==> src/hw/gptu_defs.svh <==
// gptu_defs.svh: register offsets, field positions, reset values, divider masks
// assumes: included by the timer unit files; 32-bit AHB-Lite words, one 50 MHz clock
//
// Overview of operation
// (RULE1) reset stops all channels, A 0 to 4, B 0 to 5; start bit runs them
// (RULE2) software changes mode, direction, trigger and select bits only while stopped
// (RULE3) timer mode counter reads give the live count
// (RULE4) event counter mode reads give the live count
// (RULE5) a counter write while stopped reads back until the channel starts
// (RULE6) one-shot stop reloads, drives output low, flags a request one clock later
// (RULE7) one-shot external trigger starts the pulse at the next count source tick
// (RULE8) entering one-shot from timer or event counter mode raises the request flag
// (RULE9) one-shot retrigger decrements once, then reloads and keeps counting
// (RULE10) retriggers come at least one count source cycle apart
// (RULE11) near zero an externally started one-shot ignores a retrigger
// (RULE12) entering pulse-width mode from timer or event counter mode raises the flag
// (RULE13) pulse-width stop drives a high output low and flags; low output unchanged
// (RULE14) B start bits sit at bits 7 to 5 of both start registers
// (RULE15) overflow flag clears only by a mode write one tick after it set
// (RULE16) first measured edge after start loads the reload register, no request
// (RULE17) measurement counter runs from its old value and may overflow first
// (RULE18) changing the measure select while running raises the flag; same value not
// (RULE19) width measurement captures every edge, high and low phases alike
// (RULE20) period overflow with a coincident edge gives one request, edge dropped
// (RULE21) channels count on their source, reload on underflow and raise the flag
`ifndef GPTU_DEFS_SVH
`define GPTU_DEFS_SVH
`define GPTU_OFF_START1 8'h00
`define GPTU_OFF_START2 8'h04
`define GPTU_OFF_DIR    8'h08
`define GPTU_OFF_OSF    8'h0C
`define GPTU_OFF_TRGSEL 8'h10
`define GPTU_OFF_IRQ    8'h14
`define GPTU_OFF_AMODE  8'h20
`define GPTU_OFF_ACNT   8'h40
`define GPTU_OFF_BMODE  8'h60
`define GPTU_OFF_BCNT   8'h80
`define GPTU_BST_LSB    5
`define GPTU_EXT_BIT    2
`define GPTU_MSEL_LSB   2
`define GPTU_OVF_BIT    5
`define GPTU_SRC_LSB    6
`define GPTU_MODE_RST   8'h00
`define GPTU_CNT_RST    16'h0000
`define GPTU_CNT_MAX    16'hFFFF
`define GPTU_MASK_F1    6'h00
`define GPTU_MASK_F8    6'h07
`define GPTU_MASK_F32   6'h1F
`define GPTU_MASK_F64   6'h3F
`endif

==> src/hw/gptu_pkg.sv <==
// gptu_pkg: mode types of the timer unit
// assumes: enum order matches the two-bit mode field
package gptu_pkg;
	typedef enum logic [1:0] {GPTU_A_TIMER, GPTU_A_EVENT, GPTU_A_ONESHOT, GPTU_A_PWM} gptu_amode_t;
	typedef enum logic [1:0] {GPTU_B_TIMER, GPTU_B_EVENT, GPTU_B_MEAS} gptu_bmode_t;
endpackage : gptu_pkg

==> src/hw/gptu_bchan.sv <==
// gptu_bchan: one B channel, timer, event counter and pulse measurement
// assumes: tick is a one-cycle enable, register writes come from the bus slave
`timescale 1ns/1ps
`include "gptu_defs.svh"
module gptu_bchan (
	input  wire logic        mclk,
	input  wire logic        rst,
	input  wire logic        tick,
	input  wire logic        start,
	input  wire logic        pin,
	input  wire logic        wr_mode,
	input  wire logic        wr_cnt,
	input  wire logic [15:0] wdata,
	output logic      [7:0]  mode_rd,
	output logic      [15:0] cnt_rd,
	output logic             req_set
);
	logic [7:0]  md;
	logic [15:0] cnt;
	logic [15:0] rld;
	logic        ovf_flag;
	logic        aged;
	logic        first;
	logic        st_q;
	logic        pin_q;
	gptu_pkg::gptu_bmode_t mode;
	logic [1:0]  msel;
	logic        edge_ok;
	logic        meas;
	logic        ovf;
	logic        cap;
	logic        sel_chg;
	logic        unf;

	// width mode takes both edges, polarity is left to software
	assign mode    = gptu_pkg::gptu_bmode_t'(md[1:0]);
	assign msel    = md[`GPTU_MSEL_LSB+:2];
	assign edge_ok = msel[1] ? (pin ^ pin_q) : (msel[0] ? (pin_q & ~pin) : (pin & ~pin_q)); // RULE19
	assign meas    = (mode == gptu_pkg::GPTU_B_MEAS) && start;
	assign ovf     = meas && tick && (cnt == `GPTU_CNT_MAX); // RULE17
	assign cap     = meas && edge_ok && !(ovf && !msel[1]); // RULE20
	assign sel_chg = wr_mode && start && (wdata[`GPTU_MSEL_LSB+:2] != msel); // RULE18
	assign unf     = start && (cnt == `GPTU_CNT_RST) &&
		(((mode == gptu_pkg::GPTU_B_TIMER) && tick) ||
		((mode == gptu_pkg::GPTU_B_EVENT) && pin && !pin_q));
	// one pulse covers a coincident overflow and edge
	assign req_set = unf || ovf || (cap && !first) || sel_chg; // RULE16 RULE21
	assign mode_rd = {md[7:6], ovf_flag, md[4:0]};
	assign cnt_rd  = meas ? rld : cnt;

	// mode field and pin history
	always_ff @(posedge mclk) begin
		if (rst) begin
			md    <= `GPTU_MODE_RST;
			st_q  <= 1'b0;
			pin_q <= 1'b0;
		end else begin
			if (wr_mode)
				md <= wdata[7:0];
			st_q  <= start;
			pin_q <= pin;
		end
	end

	// overflow flag: set wins, clear needs a tick of age while running
	always_ff @(posedge mclk) begin
		if (rst) begin
			ovf_flag <= 1'b0;
			aged     <= 1'b0;
		end else if (ovf) begin
			ovf_flag <= 1'b1;
			aged     <= 1'b0;
		end else if (wr_mode && start && aged) begin
			ovf_flag <= 1'b0; // RULE15
			aged     <= 1'b0;
		end else if (ovf_flag && start && tick) begin
			aged <= 1'b1;
		end
	end

	// counter, reload and first-edge marker
	always_ff @(posedge mclk) begin
		if (rst) begin
			cnt   <= `GPTU_CNT_RST;
			rld   <= `GPTU_CNT_RST;
			first <= 1'b1;
		end else if (wr_cnt && !start) begin
			cnt <= wdata;
			rld <= wdata;
		end else begin
			if (wr_cnt)
				rld <= wdata;
			if (start && !st_q)
				first <= 1'b1;
			if (unf)
				cnt <= rld; // RULE21
			else if (cap) begin
				rld   <= cnt; // RULE16
				cnt   <= `GPTU_CNT_RST;
				first <= 1'b0;
			end else if (meas && tick)
				cnt <= cnt + 16'h0001;
			else if (start && ((mode == gptu_pkg::GPTU_B_TIMER) && tick ||
				(mode == gptu_pkg::GPTU_B_EVENT) && pin && !pin_q))
				cnt <= cnt - 16'h0001;
		end
	end
endmodule : gptu_bchan

==> src/hw/gptu_top.sv <==
// gptu_top: five A channels, six B channels, AHB-Lite register slave
// assumes: one slave on the bus, hready equals hreadyout, pins synchronous to mclk
`timescale 1ns/1ps
`include "gptu_defs.svh"
module gptu_top #(
	parameter int NA = 5
) (
	input  wire logic          mclk,
	input  wire logic          rst,
	input  wire logic          hsel,
	input  wire logic [31:0]   haddr,
	input  wire logic [1:0]    htrans,
	input  wire logic          hwrite,
	input  wire logic [2:0]    hsize,
	input  wire logic [31:0]   hwdata,
	input  wire logic          hready,
	output logic      [31:0]   hrdata,
	output logic               hreadyout,
	output logic               hresp,
	input  wire logic [NA-1:0] a_channel_trigger_pin,
	input  wire logic [5:0]    b_channel_input_pin,
	output logic      [NA-1:0] a_channel_output_pin,
	output logic      [NA+5:0] interrupt_request_flag
);
	localparam int NB = 6;

	if (NA < 1 || NA > 5) begin : g_chk
		$error("NA must be 1 to 5");
	end

	// register at base plus four per channel
	function automatic logic hit(input logic [7:0] a, input logic [7:0] base, input int idx);
		return a == base + 8'(idx * 4);
	endfunction : hit

	// count source select from the prescaler
	function automatic logic src_tick(input logic [5:0] pre, input logic [1:0] sel);
		logic [5:0] m;
		unique case (sel)
			2'h0: m = `GPTU_MASK_F1;
			2'h1: m = `GPTU_MASK_F8;
			2'h2: m = `GPTU_MASK_F32;
			2'h3: m = `GPTU_MASK_F64;
		endcase
		return (pre & m) == m;
	endfunction : src_tick

	logic [7:0]    first_start_register;
	logic [7:5]    second_start_register;
	logic [7:0]    count_direction_register;
	logic [7:5]    one_shot_start_flags;
	logic [7:0]    trigger_select_register;
	logic [5:0]    pre;
	logic          dp_wr;
	logic          dp_rd;
	logic [7:0]    dp_addr;
	logic [31:0]   rdata;
	logic [15:0]   w;
	logic [7:0]    a_mode [NA];
	logic [15:0]   a_cnt [NA];
	logic [15:0]   a_rld [NA];
	logic [NA-1:0] busy;
	logic [NA-1:0] rt;
	logic [NA-1:0] xs;
	logic [NA-1:0] arm;
	logic [NA-1:0] st_q;
	logic [NA-1:0] trg_q;
	logic [NA-1:0] os_stop_d;
	logic [NA-1:0] st;
	logic [NA-1:0] tk;
	logic [NA-1:0] rise;
	logic [NA-1:0] trg;
	logic [NA-1:0] rtok;
	logic [NA-1:0] stop;
	logic [NA-1:0] wrm;
	logic [NA-1:0] wrc;
	logic [NA-1:0] os_end;
	logic [NA-1:0] a_irs;
	logic [NB-1:0] b_st;
	logic [NB-1:0] b_irs;
	logic [7:0]    b_mode_rd [NB];
	logic [15:0]   b_cnt_rd [NB];

	assign w    = hwdata[15:0];
	assign st   = first_start_register[NA-1:0]; // RULE1
	assign b_st = {second_start_register, first_start_register[7:`GPTU_BST_LSB]}; // RULE14

	// bus slave: writes land in the data phase, reads add one wait state so a
	// read right after a write already sees the new value
	always_ff @(posedge mclk) begin
		if (rst) begin
			dp_wr     <= 1'b0;
			dp_rd     <= 1'b0;
			dp_addr   <= 8'h00;
			hreadyout <= 1'b1;
			hrdata    <= 32'h0000_0000;
			hresp     <= 1'b0;
		end else begin
			dp_wr     <= hsel && hready && htrans[1] && hwrite;
			dp_rd     <= hsel && hready && htrans[1] && !hwrite;
			hreadyout <= !(hsel && hready && htrans[1] && !hwrite);
			if (hsel && hready && htrans[1])
				dp_addr <= haddr[7:0];
			if (dp_rd)
				hrdata <= rdata;
		end
	end

	// read mux; unmapped offsets read zero
	always_comb begin
		rdata = 32'h0000_0000;
		if (dp_addr == `GPTU_OFF_START1)
			rdata = {24'h00_0000, first_start_register};
		if (dp_addr == `GPTU_OFF_START2)
			rdata = {24'h00_0000, second_start_register, 5'h00};
		if (dp_addr == `GPTU_OFF_DIR)
			rdata = {24'h00_0000, count_direction_register};
		if (dp_addr == `GPTU_OFF_OSF)
			rdata = {24'h00_0000, one_shot_start_flags, 5'h00};
		if (dp_addr == `GPTU_OFF_TRGSEL)
			rdata = {24'h00_0000, trigger_select_register};
		if (dp_addr == `GPTU_OFF_IRQ)
			rdata = 32'(interrupt_request_flag);
		for (int k = 0; k < NA; k++) begin
			if (hit(dp_addr, `GPTU_OFF_AMODE, k))
				rdata = {24'h00_0000, a_mode[k]};
			if (hit(dp_addr, `GPTU_OFF_ACNT, k))
				rdata = {16'h0000, a_cnt[k]}; // RULE3 RULE4
		end
		for (int k = 0; k < NB; k++) begin
			if (hit(dp_addr, `GPTU_OFF_BMODE, k))
				rdata = {24'h00_0000, b_mode_rd[k]};
			if (hit(dp_addr, `GPTU_OFF_BCNT, k))
				rdata = {16'h0000, b_cnt_rd[k]};
		end
	end

	// shared control registers; the one-shot trigger bits are write-only pulses
	always_ff @(posedge mclk) begin
		if (rst) begin
			first_start_register     <= 8'h00; // RULE1
			second_start_register    <= 3'h0;
			count_direction_register <= 8'h00;
			one_shot_start_flags     <= 3'h0;
			trigger_select_register  <= 8'h00;
		end else if (dp_wr) begin
			if (dp_addr == `GPTU_OFF_START1)
				first_start_register <= hwdata[7:0];
			if (dp_addr == `GPTU_OFF_START2)
				second_start_register <= hwdata[7:5];
			if (dp_addr == `GPTU_OFF_DIR)
				count_direction_register <= hwdata[7:0];
			if (dp_addr == `GPTU_OFF_OSF)
				one_shot_start_flags <= hwdata[7:5];
			if (dp_addr == `GPTU_OFF_TRGSEL)
				trigger_select_register <= hwdata[7:0];
		end
	end

	// free prescaler for the count sources
	always_ff @(posedge mclk) begin
		if (rst)
			pre <= 6'h00;
		else
			pre <= pre + 6'h01;
	end

	// request flags: hardware set wins over a write-one clear
	always_ff @(posedge mclk) begin
		if (rst)
			interrupt_request_flag <= '0;
		else if (dp_wr && dp_addr == `GPTU_OFF_IRQ)
			interrupt_request_flag <= {b_irs, a_irs} |
				(interrupt_request_flag & ~hwdata[NA+5:0]);
		else
			interrupt_request_flag <= {b_irs, a_irs} | interrupt_request_flag;
	end

	for (genvar i = 0; i < NA; i++) begin : g_a
		gptu_pkg::gptu_amode_t md;
		logic                  newps;
		logic                  oldte;
		assign md      = gptu_pkg::gptu_amode_t'(a_mode[i][1:0]);
		assign tk[i]   = src_tick(pre, a_mode[i][`GPTU_SRC_LSB+:2]);
		assign rise[i] = a_channel_trigger_pin[i] && !trg_q[i];
		assign stop[i] = st_q[i] && !st[i];
		assign wrm[i]  = dp_wr && hit(dp_addr, `GPTU_OFF_AMODE, i);
		assign wrc[i]  = dp_wr && hit(dp_addr, `GPTU_OFF_ACNT, i);
		assign trg[i]  = st[i] && (a_mode[i][`GPTU_EXT_BIT] ? rise[i] :
			(dp_wr && dp_addr == `GPTU_OFF_OSF && hwdata[i]));
		// counts of one or less leave no room before zero
		assign rtok[i] = trg[i] && !(xs[i] && a_cnt[i] <= 16'h0001); // RULE11
		assign os_end[i] = md == gptu_pkg::GPTU_A_ONESHOT && busy[i] && !stop[i] && !rtok[i] &&
			tk[i] && !rt[i] && a_cnt[i] == `GPTU_CNT_RST;
		assign newps   = w[1];
		assign oldte   = !a_mode[i][1];
		// every event that raises this channel's request flag
		assign a_irs[i] = os_stop_d[i] || os_end[i] ||
			(wrm[i] && newps && oldte) || // RULE8 RULE12
			(md == gptu_pkg::GPTU_A_TIMER && st[i] && tk[i] && a_cnt[i] == `GPTU_CNT_RST) ||
			(md == gptu_pkg::GPTU_A_EVENT && st[i] && rise[i] && (count_direction_register[i] ?
				a_cnt[i] == `GPTU_CNT_MAX : a_cnt[i] == `GPTU_CNT_RST)) ||
			(md == gptu_pkg::GPTU_A_PWM && a_channel_output_pin[i] &&
				(stop[i] || st[i] && busy[i] && tk[i] && a_cnt[i] == `GPTU_CNT_RST)); // RULE13

	end

	// A mode registers and per-channel edge history
	always_ff @(posedge mclk) begin
		for (int i = 0; i < NA; i++) begin
			if (rst)
				a_mode[i] <= `GPTU_MODE_RST;
			else if (wrm[i])
				a_mode[i] <= w[7:0];
		end
		if (rst) begin
			st_q      <= '0;
			trg_q     <= '0;
			os_stop_d <= '0;
		end else begin
			st_q  <= st;
			trg_q <= a_channel_trigger_pin;
			for (int i = 0; i < NA; i++)
				os_stop_d[i] <= stop[i] && busy[i] && a_mode[i][1:0] == 2'h2; // RULE6
		end
	end

	// A counters, outputs and one-shot state
	always_ff @(posedge mclk) begin
		if (rst) begin
			for (int i = 0; i < NA; i++) begin
				a_cnt[i] <= `GPTU_CNT_RST;
				a_rld[i] <= `GPTU_CNT_RST;
			end
			busy                 <= '0;
			rt                   <= '0;
			xs                   <= '0;
			arm                  <= '0;
			a_channel_output_pin <= '0;
		end else begin
			for (int i = 0; i < NA; i++) begin
				if (wrc[i])
					a_rld[i] <= w;
				if (wrc[i] && !st[i])
					a_cnt[i] <= w; // RULE5
				else if (stop[i]) begin
					busy[i] <= 1'b0;
					rt[i]   <= 1'b0;
					arm[i]  <= 1'b0;
					a_channel_output_pin[i] <= 1'b0; // RULE6 RULE13
					if (a_mode[i][1:0] == 2'h2)
						a_cnt[i] <= a_rld[i];
				end else
					unique case (gptu_pkg::gptu_amode_t'(a_mode[i][1:0]))
						gptu_pkg::GPTU_A_TIMER:
							if (st[i] && tk[i])
								a_cnt[i] <= a_cnt[i] == `GPTU_CNT_RST ? a_rld[i] :
									a_cnt[i] - 16'h0001; // RULE21
						gptu_pkg::GPTU_A_EVENT:
							if (st[i] && rise[i]) begin
								if (count_direction_register[i])
									a_cnt[i] <= a_cnt[i] == `GPTU_CNT_MAX ? a_rld[i] :
										a_cnt[i] + 16'h0001;
								else
									a_cnt[i] <= a_cnt[i] == `GPTU_CNT_RST ? a_rld[i] :
										a_cnt[i] - 16'h0001;
							end
						gptu_pkg::GPTU_A_ONESHOT:
							if (busy[i]) begin
								if (rtok[i]) begin
									a_cnt[i] <= a_cnt[i] - 16'h0001; // RULE9
									rt[i]    <= 1'b1;
								end else if (tk[i] && rt[i]) begin
									a_cnt[i] <= a_rld[i];
									rt[i]    <= 1'b0;
								end else if (os_end[i]) begin
									busy[i]  <= 1'b0;
									a_cnt[i] <= a_rld[i];
									a_channel_output_pin[i] <= 1'b0;
								end else if (tk[i])
									a_cnt[i] <= a_cnt[i] - 16'h0001;
							end else if (arm[i] && tk[i]) begin
								// trigger waits for the next source tick
								arm[i]  <= 1'b0; // RULE7
								busy[i] <= 1'b1;
								xs[i]   <= a_mode[i][`GPTU_EXT_BIT];
								a_channel_output_pin[i] <= 1'b1;
							end else if (trg[i])
								arm[i] <= 1'b1;
						gptu_pkg::GPTU_A_PWM:
							if (st[i] && tk[i]) begin
								if (!busy[i]) begin
									busy[i]  <= 1'b1;
									a_cnt[i] <= a_rld[i];
									a_channel_output_pin[i] <= 1'b1;
								end else if (a_cnt[i] == `GPTU_CNT_RST) begin
									a_channel_output_pin[i] <= !a_channel_output_pin[i];
									a_cnt[i] <= a_channel_output_pin[i] ?
										`GPTU_CNT_MAX - a_rld[i] : a_rld[i];
								end else
									a_cnt[i] <= a_cnt[i] - 16'h0001;
							end
					endcase
			end
		end
	end

	for (genvar j = 0; j < NB; j++) begin : g_b
		gptu_bchan u_b (
			.mclk    (mclk),
			.rst     (rst),
			.tick    (src_tick(pre, b_mode_rd[j][`GPTU_SRC_LSB+:2])),
			.start   (b_st[j]),
			.pin     (b_channel_input_pin[j]),
			.wr_mode (dp_wr && hit(dp_addr, `GPTU_OFF_BMODE, j)),
			.wr_cnt  (dp_wr && hit(dp_addr, `GPTU_OFF_BCNT, j)),
			.wdata   (w),
			.mode_rd (b_mode_rd[j]),
			.cnt_rd  (b_cnt_rd[j]),
			.req_set (b_irs[j])
		);
	end
endmodule : gptu_top

==> config.mk <==
export PLATFORM = sky130hd
export DESIGN_NAME = gptu_top
export DESIGN_NICKNAME = d
export VERILOG_FILES = /design/src/hw/gptu_pkg.sv /design/src/hw/gptu_bchan.sv /design/src/hw/gptu_top.sv
export VERILOG_INCLUDE_DIRS = /design/src /design/src/hw
export SDC_FILE = /design/constraint.sdc
export NUM_CORES = 2
export LEC_CHECK = 0
export ABC_CLOCK_PERIOD_IN_PS = 10500
export BUFFER_PORTS_ARGS = -buffer_cell sky130_fd_sc_hd__buf_2
export CORE_UTILIZATION = 25
export CTS_CLUSTER_DIAMETER = 200
export CTS_CLUSTER_SIZE = 12
export DETAILED_ROUTE_END_ITERATION = 16
export PLACE_DENSITY = 0.35
export SYNTH_ARGS = -nofsm -noshare
export SYNTH_HDL_FRONTEND = slang
export SYNTH_SLANG_ARGS = --single-unit
==> constraint.sdc <==
create_clock -name mclk -period 10.5 [get_ports mclk]
set_input_delay 2.1 -clock mclk [delete_from_list [all_inputs] [get_ports mclk]]
set_output_delay 2.1 -clock mclk [all_outputs]
set_load 0.005 [all_outputs]
==> flow_summary.yaml <==
outcome:
  status: "finished, final reports clean"
global_routing:
  overflow: 0
  gr-usage-all-layers_pct: 25.2
  antenna_violations_before_repair: 13
  grt_max_degree: 164
  first_global_vias: 42000
  grt_first_pass_wirelength_um: 322000
detailed_routing:
  top_layer_used: "met4"
  drtAntennaViolNets: 0
  dr_wl_met3_um: 12400
  totalWireLength_um: 227000
  detailroute.wirelength.met2_um: 105000
  vias_per_cell: 5.75
  m1WireLength_um: 101000
  drt_iter0_drc: 4537
  post-route-drc-count: 0
  routedWlPerCell_um: 29.3
  vias: 44400
  drt_pass1_iterations: 6
floorplanning:
  die_area_sq_um: 174000
  total_number_of_placement_rows: 151
  die_outline_width_um: 417
  initial_core_util_pct: 25.3
  fp.coreArea_sq_um: 170000
  dieHeight_um: 417
  io_pins: 135
clock_tree:
  cts.path.max_buffers: 3
  worst_setup_hold_path_clk_slew_ns: 0.08
  post_cts.repair.setup_buffers: 0
  clock_tree.root_cell: "clkbuf_16"
  clk_latency_ns: 0.71
  cts.htree.levels: 2
  cts_resized: 0
  hold_fix_buffers_at_cts: 0
  cts-buffers-inserted: 54
  cts_tree: "yes"
  number_of_clock_sinks_seen_by_cts: 578
placement:
  pre_cts_ws_ns: 3.96
  port-buffer-count: 73
  globalplace.congestion: 0.902
  dp.final_hpwl_um: 162000
  postPlaceCellArea_sq_um: 45900
  placedCellCount: 7641
worst_setup_path:
  worst_r2r_startpoint: "dp_addr[2]"
  crit_fanout: 61
  worst_setup_path_start_kind: "input port"
  worst_r2r_endpoint: "a_cnt[4][4]"
  register_to_register_setup_slack_ns: 5.09
  timing.setup.critical_path_class: "in -> reg"
  cp_data_required_time_ns: 10.95
  reg2reg_depth: 10
  timing.critical_path.to_type: "register"
  timing.critical_path.arrival_ns: 6.28
synthesis:
  synth-seq-cells: 578
  post_synth_num_cell_types: 94
  synthDominantAreaCellType: "dfxtp_1"
  synthDominantCellAreaShare_pct: 17.6
  async_flop_share_pct: 0
  post_synth.cell_area_avg_sq_um: 7.65
  ys_warn_count: 0
  synthFlopType: "dfxtp_1"
  synth_enable_flop_cells: 200
  proportion_of_synthesized_chip_area_in_sequential_cells_pct: 31.6
  synth_area_leaders: "dfxtp_1 18%, edfxtp_1 14%, nor2_1 6.0%"
  syn_area_sq_um: 43000
  synthesis.instances: 5619
cells_and_area:
  final_core_utilization_pct: 27.9
  filler_cell_count: 18500
  areaGrowthSynthToFinish_pct: 10.3
  regArea_sq_um: 13600
  final_nets: 5687
  final-instance-count-excl-fill: 7722
  stdcell_area_sq_um: 47400
  area_of_combinational_cells_with_multiple_inputs_sq_um: 27500
  fraction_of_layout_instances_using_a_drive_strength_above_1_pct: 7.11
flow_run:
  max-cap-violations: 0
pwr:
  cellPowerDensity_nw_per_um2: 105
  power_mw: 4.99
  power.share.sequential_pct: 49.3
  total_switching_power_mw: 1.51
  p_int_mw: 3.47
  p_comb_share_pct: 10.6
  vdd_drop_max_mv: 0.133
  power.share.switching_pct: 30.3
  leakage_nw: 16.9
  fraction_of_power_consumed_by_the_clock_network_pct: 40.2
hold_path:
  holdPathStages: 2
  worstHoldStart: "g_b[4].u_b.md[4]"
  worst_hold_path_type: "reg -> reg"
  min_to: "g_b[4].u_b.md[4]"
timing:
  slew_headroom_pct: 12.4
  setup_failing_eps_final: 0
  rsz0062_at_grt: "false"
  timing_hold_violations_final: 0
  report.final.slew_viol_count: 0
  period_minus_slack_ns: 5.83
  timing.final.crit_share_pct: 55.5
  hold_ws_ns: 0.459
  maxClockFrequency_mhz: 172
  clock-skew-final_ns: 0.0316
  fin_tns_setup_ns: 0
  worst_slack_ns: 4.67
  tightest_slew_ns: 1.31
critical path, cell delays in order:
cell and delay [ns]:
buf_8 0.32, buf_4 0.56, nand2b_1 0.33, or4_1 0.43, o41ai_2 0.14, buf_4 0.21, or4_1 0.59, nor4_4 0.33
buf_4 0.44, nor2b_1 0.33, a22o_1 0.30
kinds of logic after synthesis:
logic type | count (synthesis) | share of synthesized area, %
muxes | 184 | 4.32
adders and majority gates | 123 | 3.69
other | 1 | 0.00873
DFF | 578 | 31.6
buffers and inverters | 559 | 5.09
and+or+nand+nor | 2297 | 25.4
xor gates and xnor gates | 234 | 4.77
AOI/OAI and AO/OA | 1643 | 25.1
routing by layer:
metal	up-vias	GRT usage, %
li1	20500	-
met4	0	7.82
met5	-	0
met1	22100	34.1
met3	272	2.72
met2	1457	41.8
power groups by stage:
| stage | clock [mW] | combinational (mW) | sequential, mW |
|---|---|---|---|
| floorplan | 0 | 0.341 | 2.43 |
| global placement | 0 | 0.521 | 2.51 |
| detailed placement | 0 | 0.520 | 2.50 |
| CTS | 2.07 | 0.523 | 2.45 |
| global route | 2.12 | 0.561 | 2.46 |
| finish | 2.00 | 0.527 | 2.46 |
sequential cells by signal, summed over array words and instances (netlist names), 8 cells and up:
signal / flops
dp_addr: 8
interrupt_request_flag: 11
g_b.u_b.cnt: 96
hrdata: 16
g_b.u_b.md: 42
a_mode: 40
first_start_register: 8
g_b.u_b.rld: 96
a_cnt: 80
a_rld: 80
trigger_select_register: 8
count_direction_register: 8
cell type report:
cell class / instances / share of cell area (%)
flip-flops and latches: 578 / 28.7
clock inverters: 3 / 0.0924
repair buffers: 229 / 3.29
inverters: 118 / 0.935
diodes: 1 / 0.00528
clock buffers: 77 / 3.08
well taps: 2218 / 5.86
multi-input cells: 4498 / 58.1
Yosys cell counts (17+ instances only):
| library cell | n |
|---|---|
| mux2i_1 | 174 |
| or3_1 | 45 |
| a211oi_1 | 144 |
| nand3b_1 | 20 |
| buf_4 | 19 |
| a311oi_1 | 49 |
| nand3_1 | 227 |
| a21oi_1 | 503 |
| nand4_1 | 81 |
| a31oi_1 | 61 |
| o21ai_0 | 260 |
| and2_1 | 79 |
| a221oi_1 | 62 |
| a2111oi_0 | 26 |
| dfxtp_1 | 378 |
| a21o_1 | 30 |
| nor2b_1 | 55 |
| o31ai_1 | 31 |
| nand2_1 | 612 |
| o32ai_1 | 21 |
| edfxtp_1 | 200 |
| xnor2_1 | 137 |
| nor3_1 | 225 |
| or4_1 | 18 |
| o22ai_1 | 74 |
| nor2_1 | 682 |
| buf_1 | 30 |
| inv_1 | 115 |
| clkbuf_1 | 377 |
| nor4_1 | 59 |
| nand2b_1 | 54 |
| o211ai_1 | 68 |
| ha_1 | 117 |
| or2_2 | 20 |
| o221ai_1 | 17 |
| o21a_1 | 27 |
| a22oi_1 | 65 |
| and3_1 | 41 |
| xor2_1 | 97 |
layout by cell type, fill, tap and decap left out, types with 143 or more instances in the layout:
cell / instances
nor3_1: 215
edfxtp_1: 200
nor2_1: 681
nand3_1: 227
a21oi_1: 499
buf_4: 155
a211oi_1: 143
mux2i_1: 174
nand2_1: 612
o21ai_0: 256
dfxtp_1: 376
worst max path at each step:
stage                    from           end  slack (ns)  cells past startpoint
finish                    rst   a_cnt[4][4]        4.67                     11
detailed placement  hwdata[1]  a_cnt[4][11]        3.96                     12
floorplan                 rst   a_cnt[3][2]        5.81                     12
global route              rst   a_cnt[4][4]        4.54                     11
global placement          rst   a_cnt[4][4]        4.00                     11
CTS                 hwdata[1]   a_cnt[4][4]        4.72                     12
(Power assumes the default switching activity.)
